--- src/verilog/tof_timeout_pkg.sv ---
// package: register map, field layout and timing constants of the timeout block
`default_nettype none
package tof_timeout_pkg;
   // -----------------------------------------------------------------
   // register byte offsets
   // -----------------------------------------------------------------
   localparam logic [7:0] OFS_CTRL = 8'h00;
   localparam logic [7:0] OFS_WAVE = 8'h04;
   localparam logic [7:0] OFS_STATUS = 8'h08;
   localparam logic [7:0] OFS_MASK = 8'h0C;
   localparam logic [7:0] OFS_STATE = 8'h10;
   localparam logic [7:0] OFS_TOF_RES = 8'h20;
   // temperature block sits clear of the six-word hit block at 0x20..0x37
   localparam logic [7:0] OFS_TEMP_RES = 8'h40;
   // -----------------------------------------------------------------
   // field positions and values
   // -----------------------------------------------------------------
   localparam int TSEL_LSB = 0;
   localparam int INTEN_BIT = 3;
   localparam int STAT_TO_BIT = 0;
   localparam int STAT_DONE_BIT = 1;
   localparam int STAT_OPEN_BIT = 2;
   localparam int STAT_W = 3;
   localparam int HIT1_LSB = 8;
   localparam logic [15:0] WAVE_RESET = 16'h0000;
   localparam logic [15:0] WAVE_MASK = 16'h3F3F;
   localparam logic [15:0] INVALID_RESULT = 16'hFFFF;
   localparam logic [5:0] MIN_HIT2_WAVE = 6'h04;
   localparam logic [2:0] TSEL_MAX = 3'h4;
   // -----------------------------------------------------------------
   // timing: base window 128 us at 200 MHz, doubled per code step
   // -----------------------------------------------------------------
   localparam int CLK_MHZ = 200;
   localparam int BASE_WINDOW_US = 128;
   localparam int BASE_WINDOW_CYC = BASE_WINDOW_US * CLK_MHZ;
   localparam int NUM_HITS = 6;
   localparam int NUM_TEMP = 4;
   typedef enum logic [1:0]
   {
      ST_IDLE = 2'b00,
      ST_TOF = 2'b01,
      ST_TEMP = 2'b10
   } meas_state_t;
   // measurement start request from the sequencer
   typedef struct packed
   {
      logic tof_start;
      logic temp_start;
      logic [1:0] temp_index;
   } meas_req_t;
   // arrival events from the time-to-digital core
   typedef struct packed
   {
      logic [NUM_HITS-1:0] hit;
      logic [15:0] hit_value;
      logic temp_done;
      logic [15:0] temp_value;
   } meas_evt_t;
endpackage
`default_nettype wire

--- src/verilog/tof_timeout.sv ---
// timeout supervisor, wave select register and result store behind apb
//
// The APB slave port and the register addresses were chosen for this implementation.
`default_nettype none

module tof_timeout
   import tof_timeout_pkg::*;
#(
   parameter int BASE_CYCLES = BASE_WINDOW_CYC
)
(
   input wire logic sys_clk,
   input wire logic reset_n,
   input wire logic psel,
   input wire logic penable,
   input wire logic pwrite,
   input wire logic [7:0] paddr,
   input wire logic [31:0] pwdata,
   input wire logic [3:0] pstrb,
   output logic [31:0] prdata,
   output logic pready,
   output logic pslverr,
   input wire meas_req_t meas_req,
   input wire meas_evt_t meas_evt,
   output logic [5:0] first_stop_wave,
   output logic [5:0] second_stop_wave,
   output logic meas_abort,
   output logic irq
);
   // window counter wide enough for the base shifted by the longest code
   localparam int TW = $clog2(BASE_CYCLES) + 5;
   // elaboration check: a zero base would wrap the limit window_cyc - 1 to all ones instead of an empty window
   if (BASE_CYCLES < 1)
   begin : g_bad_base
      $error("BASE_CYCLES must be at least one");
   end
   // width follows the base, so nothing else is refused

   // -----------------------------------------------------------------
   // bus decode
   // -----------------------------------------------------------------
   logic wr_en;
   logic rd_en;
   logic hit_ok;
   assign wr_en = psel && penable && pwrite;
   assign rd_en = psel && penable && !pwrite;
   assign pready = 1'b1;

   logic [3:0] ctrl_r;
   logic [15:0] stop_wave_select_r;
   logic [STAT_W-1:0] status_r;
   logic [STAT_W-1:0] mask_r;
   meas_state_t state_r;
   logic [TW-1:0] count_r;
   logic [NUM_HITS-1:0] hits_seen_r;
   logic [15:0] tof_res_r [NUM_HITS];
   logic [NUM_HITS-1:0] tof_valid_r;
   logic [15:0] temp_res_r [NUM_TEMP];
   logic [NUM_TEMP-1:0] temp_valid_r;
   logic [1:0] temp_idx_r;
   logic timeout_evt;
   logic done_evt;
   logic [TW-1:0] window_cyc;

   // control: timeout select and interrupt enable; code write lands whole
   always_ff @(posedge sys_clk)
   begin
      if (!reset_n)
         ctrl_r <= 4'h0;
      else if (wr_en && paddr == OFS_CTRL && pstrb[0])
         ctrl_r <= pwdata[3:0];
   end

   // wave select register, reserved bits forced to zero
   always_ff @(posedge sys_clk)
   begin
      if (!reset_n)
         stop_wave_select_r <= WAVE_RESET;
      else if (wr_en && paddr == OFS_WAVE)
      begin
         if (pstrb[0])
            stop_wave_select_r[7:0] <= pwdata[7:0] & WAVE_MASK[7:0];
         if (pstrb[1])
            stop_wave_select_r[15:8] <= pwdata[15:8] & WAVE_MASK[15:8];
      end
   end

   // second hit never earlier than wave four; ordering is left to the host
   assign first_stop_wave = stop_wave_select_r[HIT1_LSB +: 6];
   assign second_stop_wave = (stop_wave_select_r[5:0] <= MIN_HIT2_WAVE) ?
      MIN_HIT2_WAVE : stop_wave_select_r[5:0];

   // -----------------------------------------------------------------
   // timeout window
   // -----------------------------------------------------------------
   // reserved codes clamp to the longest window rather than wrap
   always_comb
   begin
      if (ctrl_r[2:0] > TSEL_MAX)
         window_cyc = TW'(BASE_CYCLES) << TSEL_MAX;
      else
         window_cyc = TW'(BASE_CYCLES) << ctrl_r[2:0];
   end

   // sequencer: count while waiting for hits or temperature reading
   always_ff @(posedge sys_clk)
   begin
      if (!reset_n)
      begin
         state_r <= ST_IDLE;
         count_r <= '0;
         hits_seen_r <= '0;
         temp_idx_r <= 2'b00;
      end
      else
      begin
         unique case (state_r)
            ST_IDLE:
            begin
               count_r <= '0;
               hits_seen_r <= '0;
               if (meas_req.tof_start)
                  state_r <= ST_TOF;
               else if (meas_req.temp_start)
               begin
                  state_r <= ST_TEMP;
                  temp_idx_r <= meas_req.temp_index;
               end
            end
            ST_TOF:
            begin
               count_r <= count_r + 1'b1;
               hits_seen_r <= hits_seen_r | meas_evt.hit;
               if (timeout_evt || done_evt)
                  state_r <= ST_IDLE;
            end
            ST_TEMP:
            begin
               count_r <= count_r + 1'b1;
               if (timeout_evt || done_evt)
                  state_r <= ST_IDLE;
            end
            default:
               state_r <= ST_IDLE;
         endcase
      end
   end

   assign hit_ok = &(hits_seen_r | meas_evt.hit);
   assign done_evt = (state_r == ST_TOF) ? hit_ok :
      (state_r == ST_TEMP) ? meas_evt.temp_done : 1'b0;
   // a missing hit or temperature result at window end aborts the measurement
   assign timeout_evt = (state_r != ST_IDLE) && !done_evt
      && (count_r >= window_cyc - 1'b1);

   always_ff @(posedge sys_clk)
   begin
      if (!reset_n)
         meas_abort <= 1'b0;
      else
         meas_abort <= timeout_evt;
   end

   // -----------------------------------------------------------------
   // result store
   // -----------------------------------------------------------------
   // hits captured as they come; a new tof start invalidates old hit results
   always_ff @(posedge sys_clk)
   begin
      if (!reset_n)
         tof_valid_r <= '0;
      else if (state_r == ST_IDLE && meas_req.tof_start)
         tof_valid_r <= '0;
      else if (state_r == ST_TOF)
         tof_valid_r <= tof_valid_r | meas_evt.hit;
   end

   for (genvar g = 0; g < NUM_HITS; g++)
   begin : g_hit
      always_ff @(posedge sys_clk)
      begin
         if (!reset_n)
            tof_res_r[g] <= INVALID_RESULT;
         else if (state_r == ST_TOF && meas_evt.hit[g])
            tof_res_r[g] <= meas_evt.hit_value;
      end
   end

   // overrun forces all ones to flag an open probe
   always_ff @(posedge sys_clk)
   begin
      if (!reset_n)
         temp_valid_r <= '0;
      else if (state_r == ST_TEMP && (timeout_evt || done_evt))
         temp_valid_r[temp_idx_r] <= done_evt;
   end

   for (genvar t = 0; t < NUM_TEMP; t++)
   begin : g_temp
      always_ff @(posedge sys_clk)
      begin
         if (!reset_n)
            temp_res_r[t] <= INVALID_RESULT;
         else if (state_r == ST_TEMP && temp_idx_r == 2'(t))
         begin
            if (done_evt)
               temp_res_r[t] <= meas_evt.temp_value;
            else if (timeout_evt)
               temp_res_r[t] <= INVALID_RESULT;
         end
      end
   end

   // -----------------------------------------------------------------
   // interrupt status, mask and pin
   // -----------------------------------------------------------------
   // set wins over a simultaneous write-one-to-clear
   always_ff @(posedge sys_clk)
   begin
      if (!reset_n)
         status_r <= '0;
      else
      begin
         for (int i = 0; i < STAT_W; i++)
         begin
            if (wr_en && paddr == OFS_STATUS && pstrb[0] && pwdata[i])
               status_r[i] <= 1'b0;
         end
         if (timeout_evt)
            status_r[STAT_TO_BIT] <= 1'b1;
         if (done_evt)
            status_r[STAT_DONE_BIT] <= 1'b1;
         if (timeout_evt && state_r == ST_TEMP)
            status_r[STAT_OPEN_BIT] <= 1'b1;
      end
   end

   always_ff @(posedge sys_clk)
   begin
      if (!reset_n)
         mask_r <= '0;
      else if (wr_en && paddr == OFS_MASK && pstrb[0])
         mask_r <= pwdata[STAT_W-1:0];
   end

   // pin gated by global enable and per-bit mask
   always_ff @(posedge sys_clk)
   begin
      if (!reset_n)
         irq <= 1'b0;
      else
         irq <= ctrl_r[INTEN_BIT] && |(status_r & mask_r);
   end

   // -----------------------------------------------------------------
   // read mux
   // -----------------------------------------------------------------
   // invalid results always read back as all ones
   always_ff @(posedge sys_clk)
   begin
      if (!reset_n)
      begin
         prdata <= 32'h0000_0000;
         pslverr <= 1'b0;
      end
      else if (psel && !penable)
      begin
         prdata <= 32'h0000_0000;
         pslverr <= 1'b0;
         if (paddr == OFS_CTRL)
            prdata[3:0] <= ctrl_r;
         else if (paddr == OFS_WAVE)
            prdata[15:0] <= stop_wave_select_r;
         else if (paddr == OFS_STATUS)
            prdata[STAT_W-1:0] <= status_r;
         else if (paddr == OFS_MASK)
            prdata[STAT_W-1:0] <= mask_r;
         else if (paddr == OFS_STATE)
            prdata[1:0] <= state_r;
         else if (paddr >= OFS_TOF_RES && paddr < OFS_TOF_RES + 8'(4 * NUM_HITS)
                  && paddr[1:0] == 2'b00)
            prdata[15:0] <= tof_valid_r[3'(paddr[4:2])] ?
               tof_res_r[3'(paddr[4:2])] : INVALID_RESULT;
         else if (paddr >= OFS_TEMP_RES && paddr < OFS_TEMP_RES + 8'(4 * NUM_TEMP)
                  && paddr[1:0] == 2'b00)
            prdata[15:0] <= temp_valid_r[paddr[3:2]] ?
               temp_res_r[paddr[3:2]] : INVALID_RESULT;
         else
            pslverr <= 1'b1; // unmapped address
      end
   end
   logic unused_rd;
   assign unused_rd = rd_en;
endmodule // tof_timeout
`default_nettype wire

--- config.mk ---
export PLATFORM = sky130hd
export DESIGN_NAME = tof_timeout
export DESIGN_NICKNAME = d
export VERILOG_FILES = /design/src/verilog/tof_timeout_pkg.sv /design/src/verilog/tof_timeout.sv
export SDC_FILE = /design/constraint.sdc
export NUM_CORES = 1
export LEC_CHECK = 0
export BUFFER_PORTS_ARGS = -buffer_cell sky130_fd_sc_hd__buf_2
export CAP_MARGIN = 20
export CELL_PAD_IN_SITES_DETAIL_PLACEMENT = 1
export CELL_PAD_IN_SITES_GLOBAL_PLACEMENT = 1
export CORE_AREA = 3 3 184 150
export CTS_BUF_LIST = sky130_fd_sc_hd__clkbuf_4 sky130_fd_sc_hd__clkbuf_8
export DETAILED_ROUTE_END_ITERATION = 10
export DIE_AREA = 0 0 187 153
export GPL_ROUTABILITY_DRIVEN = 0
export PLACE_DENSITY_LB_ADDON = 0.1
export SLEW_MARGIN = 10
export SYNTH_ARGS = -nofsm -noshare
export SYNTH_HDL_FRONTEND = slang
export SYNTH_SLANG_ARGS = --single-unit
--- constraint.sdc ---
create_clock -name sys_clk -period 4.36 [get_ports sys_clk]
set_clock_uncertainty 0.05 [all_clocks]
set_input_delay 0 -clock sys_clk [delete_from_list [all_inputs] [get_ports sys_clk]]
set_output_delay 0 -clock sys_clk [all_outputs]
set_load 0.01 [all_outputs]
Word level (Yosys, flattened, before mapping)
Memories as Yosys holds them, arrays and structs flattened.
Cells that the tools add are included.
{"block": "op_classes", "addsub": 2, "order_cmp": 11, "n_eq_ne": 11, "n_shift": 1, "n_mux": 103, "n_bitwise": 19, "reduce_logical": 55}
{"operator": "$mux W16", "n": 19}
{"operator": "$mux W1", "n": 64}
{"operator": "$pmux W20 S2", "n": 1}
{"operator": "$logic_and A1 B1 Y1", "n": 34}
{"operator": "$mux W13", "n": 2}
{"operator": "$add A20 B1 Y20 const B", "n": 1}
{"operator": "$ge A20 B20 Y1", "n": 1}
{"operator": "$mux W20", "n": 1}
{"operator": "$shl A15 B3 Y20 const A", "n": 1}
{"operator": "$sub A20 B1 Y20 const B", "n": 1}
{"operator": "$eq A8 B4 Y1 const B", "n": 2}
{"operator": "$mux W14", "n": 1}
{"operator": "$or A1 B1 Y1", "n": 14}
{"operator": "$mux W12", "n": 1}
{"operator": "$or A6 B6 Y6", "n": 2}
{"operator": "$pmux W6 S2", "n": 1}
{"operator": "$reduce_bool A2 Y1", "n": 6}
{"operator": "$eq A8 B3 Y1 const B", "n": 1}
{"operator": "$eq A8 B5 Y1 const B", "n": 1}
{"operator": "$ge A8 B6 Y1 const B", "n": 1}
{"operator": "$ge A8 B7 Y1 const B", "n": 1}
{"operator": "$logic_not A8 Y1", "n": 1}
{"operator": "$lt A8 B6 Y1 const B", "n": 1}
{"operator": "$lt A8 B7 Y1 const B", "n": 1}
{"operator": "other kinds (28)", "n": 43}
{"block": "word_totals", "register_bits": 81, "ram_bits": 160, "inputBits": 92, "out_inout_bits": 48, "elab_cells": 221, "n_memories": 2}
{"name": "tof_res_r", "words": 6, "width": 16, "rd": 1, "rd_clocked_by_memory_dff": 0, "write_ports": 6, "line_no": "tof_timeout.sv:56", "rtl": "logic [15:0] tof_res_r [NUM_HITS];"}
{"name": "temp_res_r", "words": 4, "width": 16, "rd": 1, "rd_clocked_by_memory_dff": 0, "write_ports": 4, "line_no": "tof_timeout.sv:58", "rtl": "logic [15:0] temp_res_r [NUM_TEMP];"}

Logic depth before layout (Yosys ltp)
Gate-level depths: netlist (run 1).
{"block": "logic_depth", "ltp_word": 12, "depth_mapped": 12, "depth_no_buf": 11}

Worst setup path before layout (run 1)
OpenSTA, ideal clock, no wires.
{"block": "synth_path", "kind": "register to register", "startpoint": "reg ctrl_r[1]", "endpoint": "mem temp_res_r[0][0] (enable)", "setup_ns": 0.397, "t_arrival_ns": 3.175, "required_time_ns": 3.913, "path_slack_ns": 0.739, "stages_incl_launch_ff": 13, "n_path_buf": 1, "period_less_slack_ns": 3.621, "cell_sequence": "dfxtp_1 > inv_1 > ha_1 > nor3_1 > xnor2_1 > nor2_1 > ha_1 > a21oi_1 > o21ai_0 > nand2_1 > a21oi_1 > clkbuf_1 > a2bb2oi_1"}
{"item": "start, declared", "line_no": "tof_timeout.sv:49", "rtl": "logic [3:0] ctrl_r;"}
{"item": "start signal, assigned", "line_no": "tof_timeout.sv:71", "rtl": "ctrl_r <= pwdata[3:0];"}
{"item": "end, declared", "line_no": "tof_timeout.sv:58"}

==> reports/metrics.yaml, run 1 <==
combPwrFrac_pct: 13.7
postCtsSetupBuffers: 0
clk_pin_slew_worst_paths_ns: 0.06
cts_hold_buf: 77
netSwitchingPower_w: 0.00143
totalWireLength_microns: 31200
vias: 8058
drt_iter0_drc: 432
wire_per_inst_microns: 20.3
grt_pass1_vias: 8461
antenna_left: 0
drv_cap: 0
drc: 0
die_w_microns: 187
synth_top_area_cell: "edfxtp_1"
yosysMostFrequentCell: "edfxtp_1"
grt_pass1_wl_microns: 49000
pwr-share-seq_pct: 48.0
ioPinCount: 140
root_buffer: "clkbuf_8"
avgSynthCellArea_sq_um: 12.0
io_buffers: 100
synthFlopType: "edfxtp_1"
htreeDepth: 2
via_per_inst: 5.26
crit_required_ns: 4.52
critPathCaptureType: "flip-flop"
grt_antenna_before_repair: 0
cts.path.max_buffers: 3
ys_types: 63
pwr_density_cell_nw_per_um2: 389
syn-cell-area_sq_um: 11600
synth_common_cells: "edfxtp_1 (160), or2_2 (115), dfxtp_1 (81)"
start_kind: "flip-flop"
switching_share_pct: 26.3
worstPathArrival_ns: 3.70
yosysWarnings: 0
die_h_microns: 153
synth_top_area_share_pct: 41.3
worst-setup-path-type: "flip-flop to flip-flop"
clk_latency_ns: 0.54
rows: 53
grt_start_max_net_pins: 52
utilization_pct: 53.6
synthArstFlopShare_pct: 0
worst_slack_ns: 0.814
drive_gt1_share_pct: 31.0
hold_viol: 0
slew_headroom_pct: 35.1
internal_power_w: 0.00400
period_share_pct: 81.3
core-area_sq_um: 26100
synth_cells: 970
antenna_cells: 0
power.total_w: 0.00543
cts-resized-gates: 0
finalNetCount: 1256
synthTopCellsByArea: "edfxtp_1 (41%), dfxtp_1 (14%), mux4_2 (6.4%), or2_2 (6.2%), nand2b_1 (3.1%)"
hold_path_class: "primary input to flip-flop"
yosysSeqAreaShare_pct: 55.2
status: "finished clean"
pwr-share-clk_pct: 38.3
dp_hpwl_microns: 20000
ys_seq_elements: 241
leakage_nw: 4.49
overflow: 0
cts_tree: "built"
first_pass_iters: 5
ir_drop_uv: 256
die-area_sq_um: 28600
numCtsBuffers: 41
syn_to_final_growth_pct: 20.1
clock-sinks: 241
path_max_fanout: 16
worst_pin_slew_ns: 0.971
dpl_worst_slack_ns: 0.838
min_period_ns: 3.55
fin_setup_tns_ns: 0
finalSetupViolations: 0
fmax_ghz: 0.282
start_util_pct: 44.6
grtUsageTotal_pct: 21.8
slew_viol_final: 0
rsz0062_at_grt: "false"
synth_edf_count: 160
-- flip-flops by register name (all words and copies together), names as in the netlist, 3 cells and up --
signal,flops
tof_res_r,96
temp_res_r,64
count_r,20
prdata,16
stop_wave_select_r,12
hits_seen_r,6
tof_valid_r,6
ctrl_r,4
temp_valid_r,4
mask_r,3
status_r,3
-- power groups by stage --
stage	Combinational, W	Clock [W]	Sequential, W
floorplan	0.000438	0	0.00264
global placement	0.000662	0	0.00265
detailed placement	0.000678	0	0.00265
CTS	0.000744	0.00213	0.00260
global route	0.000819	0.00223	0.00261
finish	0.000746	0.00208	0.00261
-- cell type report --
type,instances,area [sq um]
clock inverter,4,20.0
inverter,15,56.3
sequential,241,6430
timing repair buffer,192,1390
fill,2747,12100
multi-input combinational,654,4820
clock buffer,70,813
tap,357,447
-- routing by layer --
metal / GRT usage (%) / vias to the layer above / part of all wire, %
met5: 0 / - / 0
li1: - / 3828 / -
met3: 3.39 / 42 / 4.2
met4: 4.68 / 0 / 1.5
met2: 35.5 / 190 / 46
met1: 31.2 / 3998 / 48
-- worst max-delay path, stage by stage (launching register included) --
cell	delay (ns)
dfxtp_1	0.53
inv_1	0.13
ha_1	0.23
nor3_1	0.31
xnor2_1	0.17
nor2_1	0.06
ha_1	0.32
a21oi_1	0.07
o21ai_0	0.17
nand2_1	0.10
a21oi_1	0.57
a2bb2oi_2	0.21
buf_4	0.30
-- cell families (layout without fill, tap and decap cells) --
logic type / after synthesis / after routing / share of synthesized area [%]
AND/OR/NAND/NOR: 403 / 403 / 19.6
adder cells (fa/ha/maj): 19 / 19 / 2.04
XOR/XNOR: 18 / 18 / 1.36
flip-flops: 241 / 241 / 55.2
multiplexers: 69 / 69 / 9.53
buffers and inverters: 90 / 281 / 4.00
other: 2 / 17 / 0.0646
AO/OA/AOI/OAI: 128 / 128 / 8.15
-- per-stage QoR --
| step | hold slack (ns) | area (sq um) | cells |
|---|---|---|---|
| 5_1_grt | 0.0962 | 14000 | 1533 |
| 6_report | 0.0541 | 14000 | 1533 |
| 2_1_floorplan | 0.0916 | 11700 | 985 |
| 4_1_cts | 0.0294 | 14000 | 1533 |
| 3_5_place_dp | 0.216 | 12400 | 1382 |
| 3_3_place_gp | 0.214 | 12400 | 1382 |
-- layout by cell type, fill, tap and decap left out, drive strengths merged, types with 17 or more instances in the layout --
| master | count |
|---|---|
| nand2b | 57 |
| o21ai | 19 |
| dfxtp | 81 |
| or2 | 116 |
| mux4 | 33 |
| dlygate4sd3 | 77 |
| buf | 115 |
| nor2 | 52 |
| edfxtp | 160 |
| mux2i | 32 |
| conb | 17 |
| clkbuf | 70 |
| nand3 | 28 |
| ha | 19 |
| a21oi | 35 |
| nand2 | 70 |
| nor2b | 25 |
-- final timing paths --
kind / startpoint / to / slack, ns / cells past startpoint
max: ctrl_r[1] / temp_res_r[1][2] / 0.81 / 12
max reg2reg: ctrl_r[1] / temp_res_r[1][2] / 0.81 / 12
min: paddr[6] / prdata[2] / 0.05 / 5
min reg2reg: prdata[6] / prdata[6] / 0.40 / 2
Power figures use the tool's default switching activity.
==> run 2, diff against run 1 <==
==> constraint.sdc (replaced) <==
create_clock -name sys_clk -period 3.6 [get_ports sys_clk]
set_clock_uncertainty 0.05 [all_clocks]
set_input_delay 0 -clock sys_clk [delete_from_list [all_inputs] [get_ports sys_clk]]
set_output_delay 0 -clock sys_clk [all_outputs]
set_load 0.01 [all_outputs]
==> run 2 against run 1 <==
  * Utilization grew 0.096 points
  * First-iteration DRC count grew 4.9%
  * Flip-flop and latch count is the same
  * Largest power group unchanged
  * Critical path depth grew 1
==> reports/metrics.yaml, run 2 (same netlist as run 1, synthesis figures left out) <==
htreeDepth: 2  # unchanged
grt_pass1_wl_microns: 48300  # -1.5%
critPathCaptureType: "flip-flop"
pwr_density_cell_nw_per_um2: 471  # +21%
clk_pin_slew_worst_paths_ns: 0.06  # about the same
io_buffers: 100  # unchanged
core-area_sq_um: 26100  # unchanged
vias: 8065  # +0.087%
totalWireLength_microns: 30800  # -1.0%
die_w_microns: 187  # unchanged
drc: 0  # unchanged
clock-sinks: 241  # unchanged
overflow: 0  # unchanged
start_util_pct: 44.6  # unchanged
hold_viol: 0  # unchanged
ioPinCount: 140  # unchanged
cts-resized-gates: 0  # unchanged
dp_hpwl_microns: 19800  # -0.99%
die_h_microns: 153  # unchanged
cp_cell_sequence: "inv_1 -> ha_1 -> nor3_1 -> xnor2_1 -> nor2_1 -> ha_1 -> a21oi_1 -> o21ai_0 -> nand2_1 -> a21oi_1 -> buf_4 -> a2bb2oi_2 -> buf_4"
grt_pass1_vias: 8338  # -1.5%
wire_per_inst_microns: 20.1  # -1.3%
fin_hold_ws_ns: 0.0381  # -0.0160 ns
numCtsBuffers: 43  # +4.9%
fin_setup_tns_ns: 0  # unchanged
finalNetCount: 1259  # +0.24%
worst-setup-path-type: "flip-flop to flip-flop"
rows: 53  # unchanged
regMostFlops: "tof_res_r"
drive_gt1_share_pct: 30.8  # -0.10 points
largestRegisters: "tof_res_r (96), temp_res_r (64), count_r (20)"
rsz0062_at_grt: "false"
drv_cap: 0  # unchanged
n_fill_cell: 2752  # +0.18%
ir_drop_uv: 232  # -9.6%
hold_path_class: "primary input to flip-flop"
syn_to_final_growth_pct: 20.3
grt_start_max_net_pins: 49  # -5.8%
slew_headroom_pct: 30.7  # -4.4 points
antenna_left: 0  # unchanged
layout_common_cells: "edfxtp_1 (160), or2_2 (115), buf_2 (99)"
grt_antenna_before_repair: 0  # unchanged
final_common_cell: "edfxtp_1"
finalSetupViolations: 0  # unchanged
period_share_pct: 90.5  # +9.2 points
fmax_ghz: 0.307  # +8.8%
crit_required_ns: 3.78  # -0.74 ns
first_pass_iters: 4  # -1
slew_viol_final: 0  # unchanged
root_buffer: "clkbuf_8"
start_kind: "flip-flop"
antenna_cells: 0  # unchanged
min_period_ns: 3.26  # -0.286 ns
drt_iter0_drc: 453  # +4.9%
worstPathArrival_ns: 3.43  # -0.27 ns
die-area_sq_um: 28600  # unchanged
via_per_inst: 5.25  # -0.17%
cts_tree: "built"
leakage_nw: 4.50  # +0.10%
status: "finished clean"
critical_path.slowest_cell: "dfxtp_1"
grtUsageTotal_pct: 21.4  # -0.39 points
path_max_fanout: 16  # unchanged
worst_pin_slew_ns: 1.04  # +0.0691 ns
max_stage_delay_ns: 0.50  # -0.07 ns
largest_reg_flops: 96  # unchanged
clk_latency_ns: 0.55  # about the same
cts.path.max_buffers: 3  # unchanged
-- run 2: changes by cell type in the layout (fill, tap and decap cells not counted), moves of 2 or more --
cell      change
clkinv_1      +6
buf_4         +2
clkbuf_4     -11
clkinv_2      +5
-- run 2: critical path, delay by kind of cell, from the launching register on --
kind / cells / cell delay, ns
AOI/OAI and AO/OA: 4 / 0.56
xor gates and xnor gates: 1 / 0.17
adders and majority gates: 2 / 0.55
buffers and inverters: 3 / 0.64
DFF: 1 / 0.50
and+or+nand+nor: 3 / 0.47
-- run 2: worst paths after layout --
path             start                 to  slack, ns  cells past startpoint
max reg2reg  ctrl_r[1]  temp_res_r[1][10]       0.34                     13
max          ctrl_r[1]  temp_res_r[1][10]       0.34                     13
min            reset_n          prdata[4]       0.04                      3
min reg2reg  prdata[7]          prdata[7]       0.40                      2
-- run 2: metal layers --
| layer | share of wire [%] | global-route usage [%] |
|---|---|---|
| met2 | 45 | 33.7 |
| met5 | 0 | 0 |
| met4 | 1.6 | 4.97 |
| met3 | 4.7 | 3.39 |
| met1 | 49 | 31.4 |
-- run 2: what timing repair did --
item                                   CTS  global route
endpoints found under the hold margin  205             0
hold buffers                            76             0
setup endpoints to repair                0             0
buffers inserted                         0             0
-- run 2: area by class of cell --
type	instances	area, sq um	area share, %
sequential	241	6430	45.9
multi-input combinational	654	4830	34.5
timing repair buffer	193	1390	9.94
clock buffer	60	744	5.32
tap	357	447	3.19
clock inverter	17	105	0.751
inverter	15	56.3	0.402
-- run 2: stage by stage --
step                std cells  total power [W]  cell area, sq um  utilization, %  setup slack, ns
finish                   1537          0.00660             14000            53.7            0.340
global route             1537          0.00689             14000            53.7           0.0990
CTS                      1537          0.00668             14000            53.7            0.349
detailed placement       1384          0.00403             12400            47.5            0.387
global placement         1384          0.00401             12400            47.5            0.462
floorplan                 985          0.00373             11700               -          -0.0215
-- run 2: where the power goes --
| part | leakage [nW] | switching, W | internal, W |
|---|---|---|---|
| logic | 2.31 | 0.000560 | 0.000333 |
| registers | 1.73 | 0.0000536 | 0.00310 |
| clock network | 0.450 | 0.00114 | 0.00141 |
| total | 4.50 | 0.00176 | 0.00484 |
==> run 3, diff against run 2 <==
--- a/config.mk
+++ b/config.mk
@@ -14,6 +14,7 @@
 export DETAILED_ROUTE_END_ITERATION = 10
 export DIE_AREA = 0 0 187 153
 export GPL_ROUTABILITY_DRIVEN = 0
+export MAX_ROUTING_LAYER = met4
 export PLACE_DENSITY_LB_ADDON = 0.1
 export SLEW_MARGIN = 10
 export SYNTH_ARGS = -nofsm -noshare
==> run 3 against run 2 <==
  * Sequential share of layout area is the same
  * First-iteration DRC count shrank 2.2%
  * Routed wire length is essentially flat
  * Utilization is the same
  * Power is essentially flat
  * Clock-buffer cell count is the same
  * Critical endpoint unchanged
==> reports/metrics.yaml, run 3 (same netlist as run 1, synthesis figures left out) <==
netSwitchingPower_w: 0.00176  # about the same
clk_latency_ns: 0.55  # about the same
switching_share_pct: 26.7  # about the same
postCtsSetupBuffers: 0  # unchanged
clk_pin_slew_worst_paths_ns: 0.06  # about the same
pwr_density_cell_nw_per_um2: 472  # about the same
pwr-share-clk_pct: 38.7  # about the same
dp_hpwl_microns: 19800  # unchanged
grtUsageTotal_pct: 22.1  # +0.65 points
start_util_pct: 44.6  # unchanged
hold_path_class: "primary input to flip-flop"
ir_drop_uv: 232  # about the same
core-area_sq_um: 26100  # unchanged
worstPathArrival_ns: 3.43  # about the same
overflow: 0  # unchanged
largestRegisters: "tof_res_r (96), temp_res_r (64), count_r (20)"
io_buffers: 100  # unchanged
grt_pass1_wl_microns: 48300  # about the same
ioPinCount: 140  # unchanged
die_w_microns: 187  # unchanged
totalWireLength_microns: 30800  # about the same
final_common_cell: "edfxtp_1"
fin_hold_ws_ns: 0.0345  # -0.00354 ns
drt_iter0_drc: 443  # -2.2%
die_h_microns: 153  # unchanged
pwr-share-seq_pct: 47.8  # about the same
layout_common_cells: "edfxtp_1 (160), or2_2 (115), buf_2 (99)"
worst_pin_slew_ns: 1.05  # +0.00506 ns
drv_cap: 0  # unchanged
critPathCaptureType: "flip-flop"
rsz0062_at_grt: "false"
worst-setup-path-type: "flip-flop to flip-flop"
clock-sinks: 241  # unchanged
grt_pass1_vias: 8337  # -0.012%
place_area_sq_um: 12400  # unchanged
path_max_fanout: 16  # unchanged
fmax_ghz: 0.307  # about the same
multi_input_area_sq_um: 4830  # unchanged
slew_headroom_pct: 30.3  # -0.34 points
grt_antenna_before_repair: 0  # unchanged
numCtsBuffers: 43  # unchanged
leakage_nw: 4.50  # unchanged
regMostFlops: "tof_res_r"
cts_tree: "built"
seq_area_sq_um: 6430  # unchanged
cts.path.max_buffers: 3  # unchanged
power.total_w: 0.00660  # about the same
rr_worst_depth: 13  # unchanged
via_per_inst: 5.26  # +0.17%
internal_power_w: 0.00484  # about the same
wire_per_inst_microns: 20.1  # about the same
whs_path_depth: 3  # unchanged
rows: 53  # unchanged
finalNetCount: 1259  # unchanged
cts_hold_buf: 76  # unchanged
syn_to_final_growth_pct: 20.3  # unchanged
largest_reg_flops: 96  # unchanged
antenna_left: 0  # unchanged
period_share_pct: 90.5  # about the same
design_area_sq_um: 14000  # unchanged
drive_gt1_share_pct: 30.8  # unchanged
root_buffer: "clkbuf_8"
crit_required_ns: 3.78  # about the same
vias: 8079  # +0.17%
slew_viol_final: 0  # unchanged
combPwrFrac_pct: 13.5  # about the same
antenna_cells: 0  # unchanged
hold_viol: 0  # unchanged
min_period_ns: 3.26  # -0.00288 ns
finalSetupViolations: 0  # unchanged
htreeDepth: 2  # unchanged
n_fill_cell: 2752  # unchanged
first_pass_iters: 5  # +1
cts-resized-gates: 0  # unchanged
status: "finished clean"
drc: 0  # unchanged
grt_start_max_net_pins: 49  # unchanged
start_kind: "flip-flop"
die-area_sq_um: 28600  # unchanged
[run 3: final timing paths]
kind / start / end / slack [ns]
worst max-delay path: ctrl_r[1] / temp_res_r[1][10] / 0.34
worst min-delay path: reset_n / prdata[4] / 0.03
worst max register to register: ctrl_r[1] / temp_res_r[1][10] / 0.34
worst min register to register: prdata[7] / prdata[7] / 0.40
[run 3: per-stage QoR]
stage	setup TNS, ns	util, %	setup WS, ns	instances
after global routing	0	53.7	0.100	1537
after global placement	0	47.5	0.462	1384
final	0	53.7	0.343	1537
after CTS	0	53.7	0.349	1537
after detailed placement	0	47.5	0.387	1384
after floorplan	-1.38	-	-0.0215	985
[run 3: layer usage]
| metal | track usage (%) | part of all wire [%] |
|---|---|---|
| met5 | - | 0 |
| met4 | 4.97 | 1.6 |
| met3 | 3.39 | 4.4 |
| met2 | 33.8 | 45 |
| met1 | 31.3 | 49 |
[run 3: final cells by class]
class / instances / share of cell area, %
clock buffers: 60 / 5.32
clock inverters: 17 / 0.751
inverters: 15 / 0.402
multi-input cells: 654 / 34.5
flip-flops and latches: 241 / 45.9
well taps: 357 / 3.19
repair buffers: 193 / 9.94
[run 3: worst max-delay path: stages, from the launching register on]
cell	delay, ns
dfxtp_1	0.50
inv_1	0.12
ha_1	0.24
nor3_1	0.30
xnor2_1	0.17
nor2_1	0.07
ha_1	0.31
a21oi_1	0.06
o21ai_0	0.21
nand2_1	0.10
a21oi_1	0.13
buf_4	0.24
a2bb2oi_2	0.16
buf_4	0.28
[run 3: power groups by stage]
stage | Sequential [W] | Clock (W) | Combinational [W]
after global placement | 0.00321 | 0 | 0.000802
after CTS | 0.00315 | 0.00262 | 0.000897
after global routing | 0.00316 | 0.00275 | 0.000983
after detailed placement | 0.00321 | 0 | 0.000818
final | 0.00315 | 0.00255 | 0.000892
after floorplan | 0.00319 | 0 | 0.000531
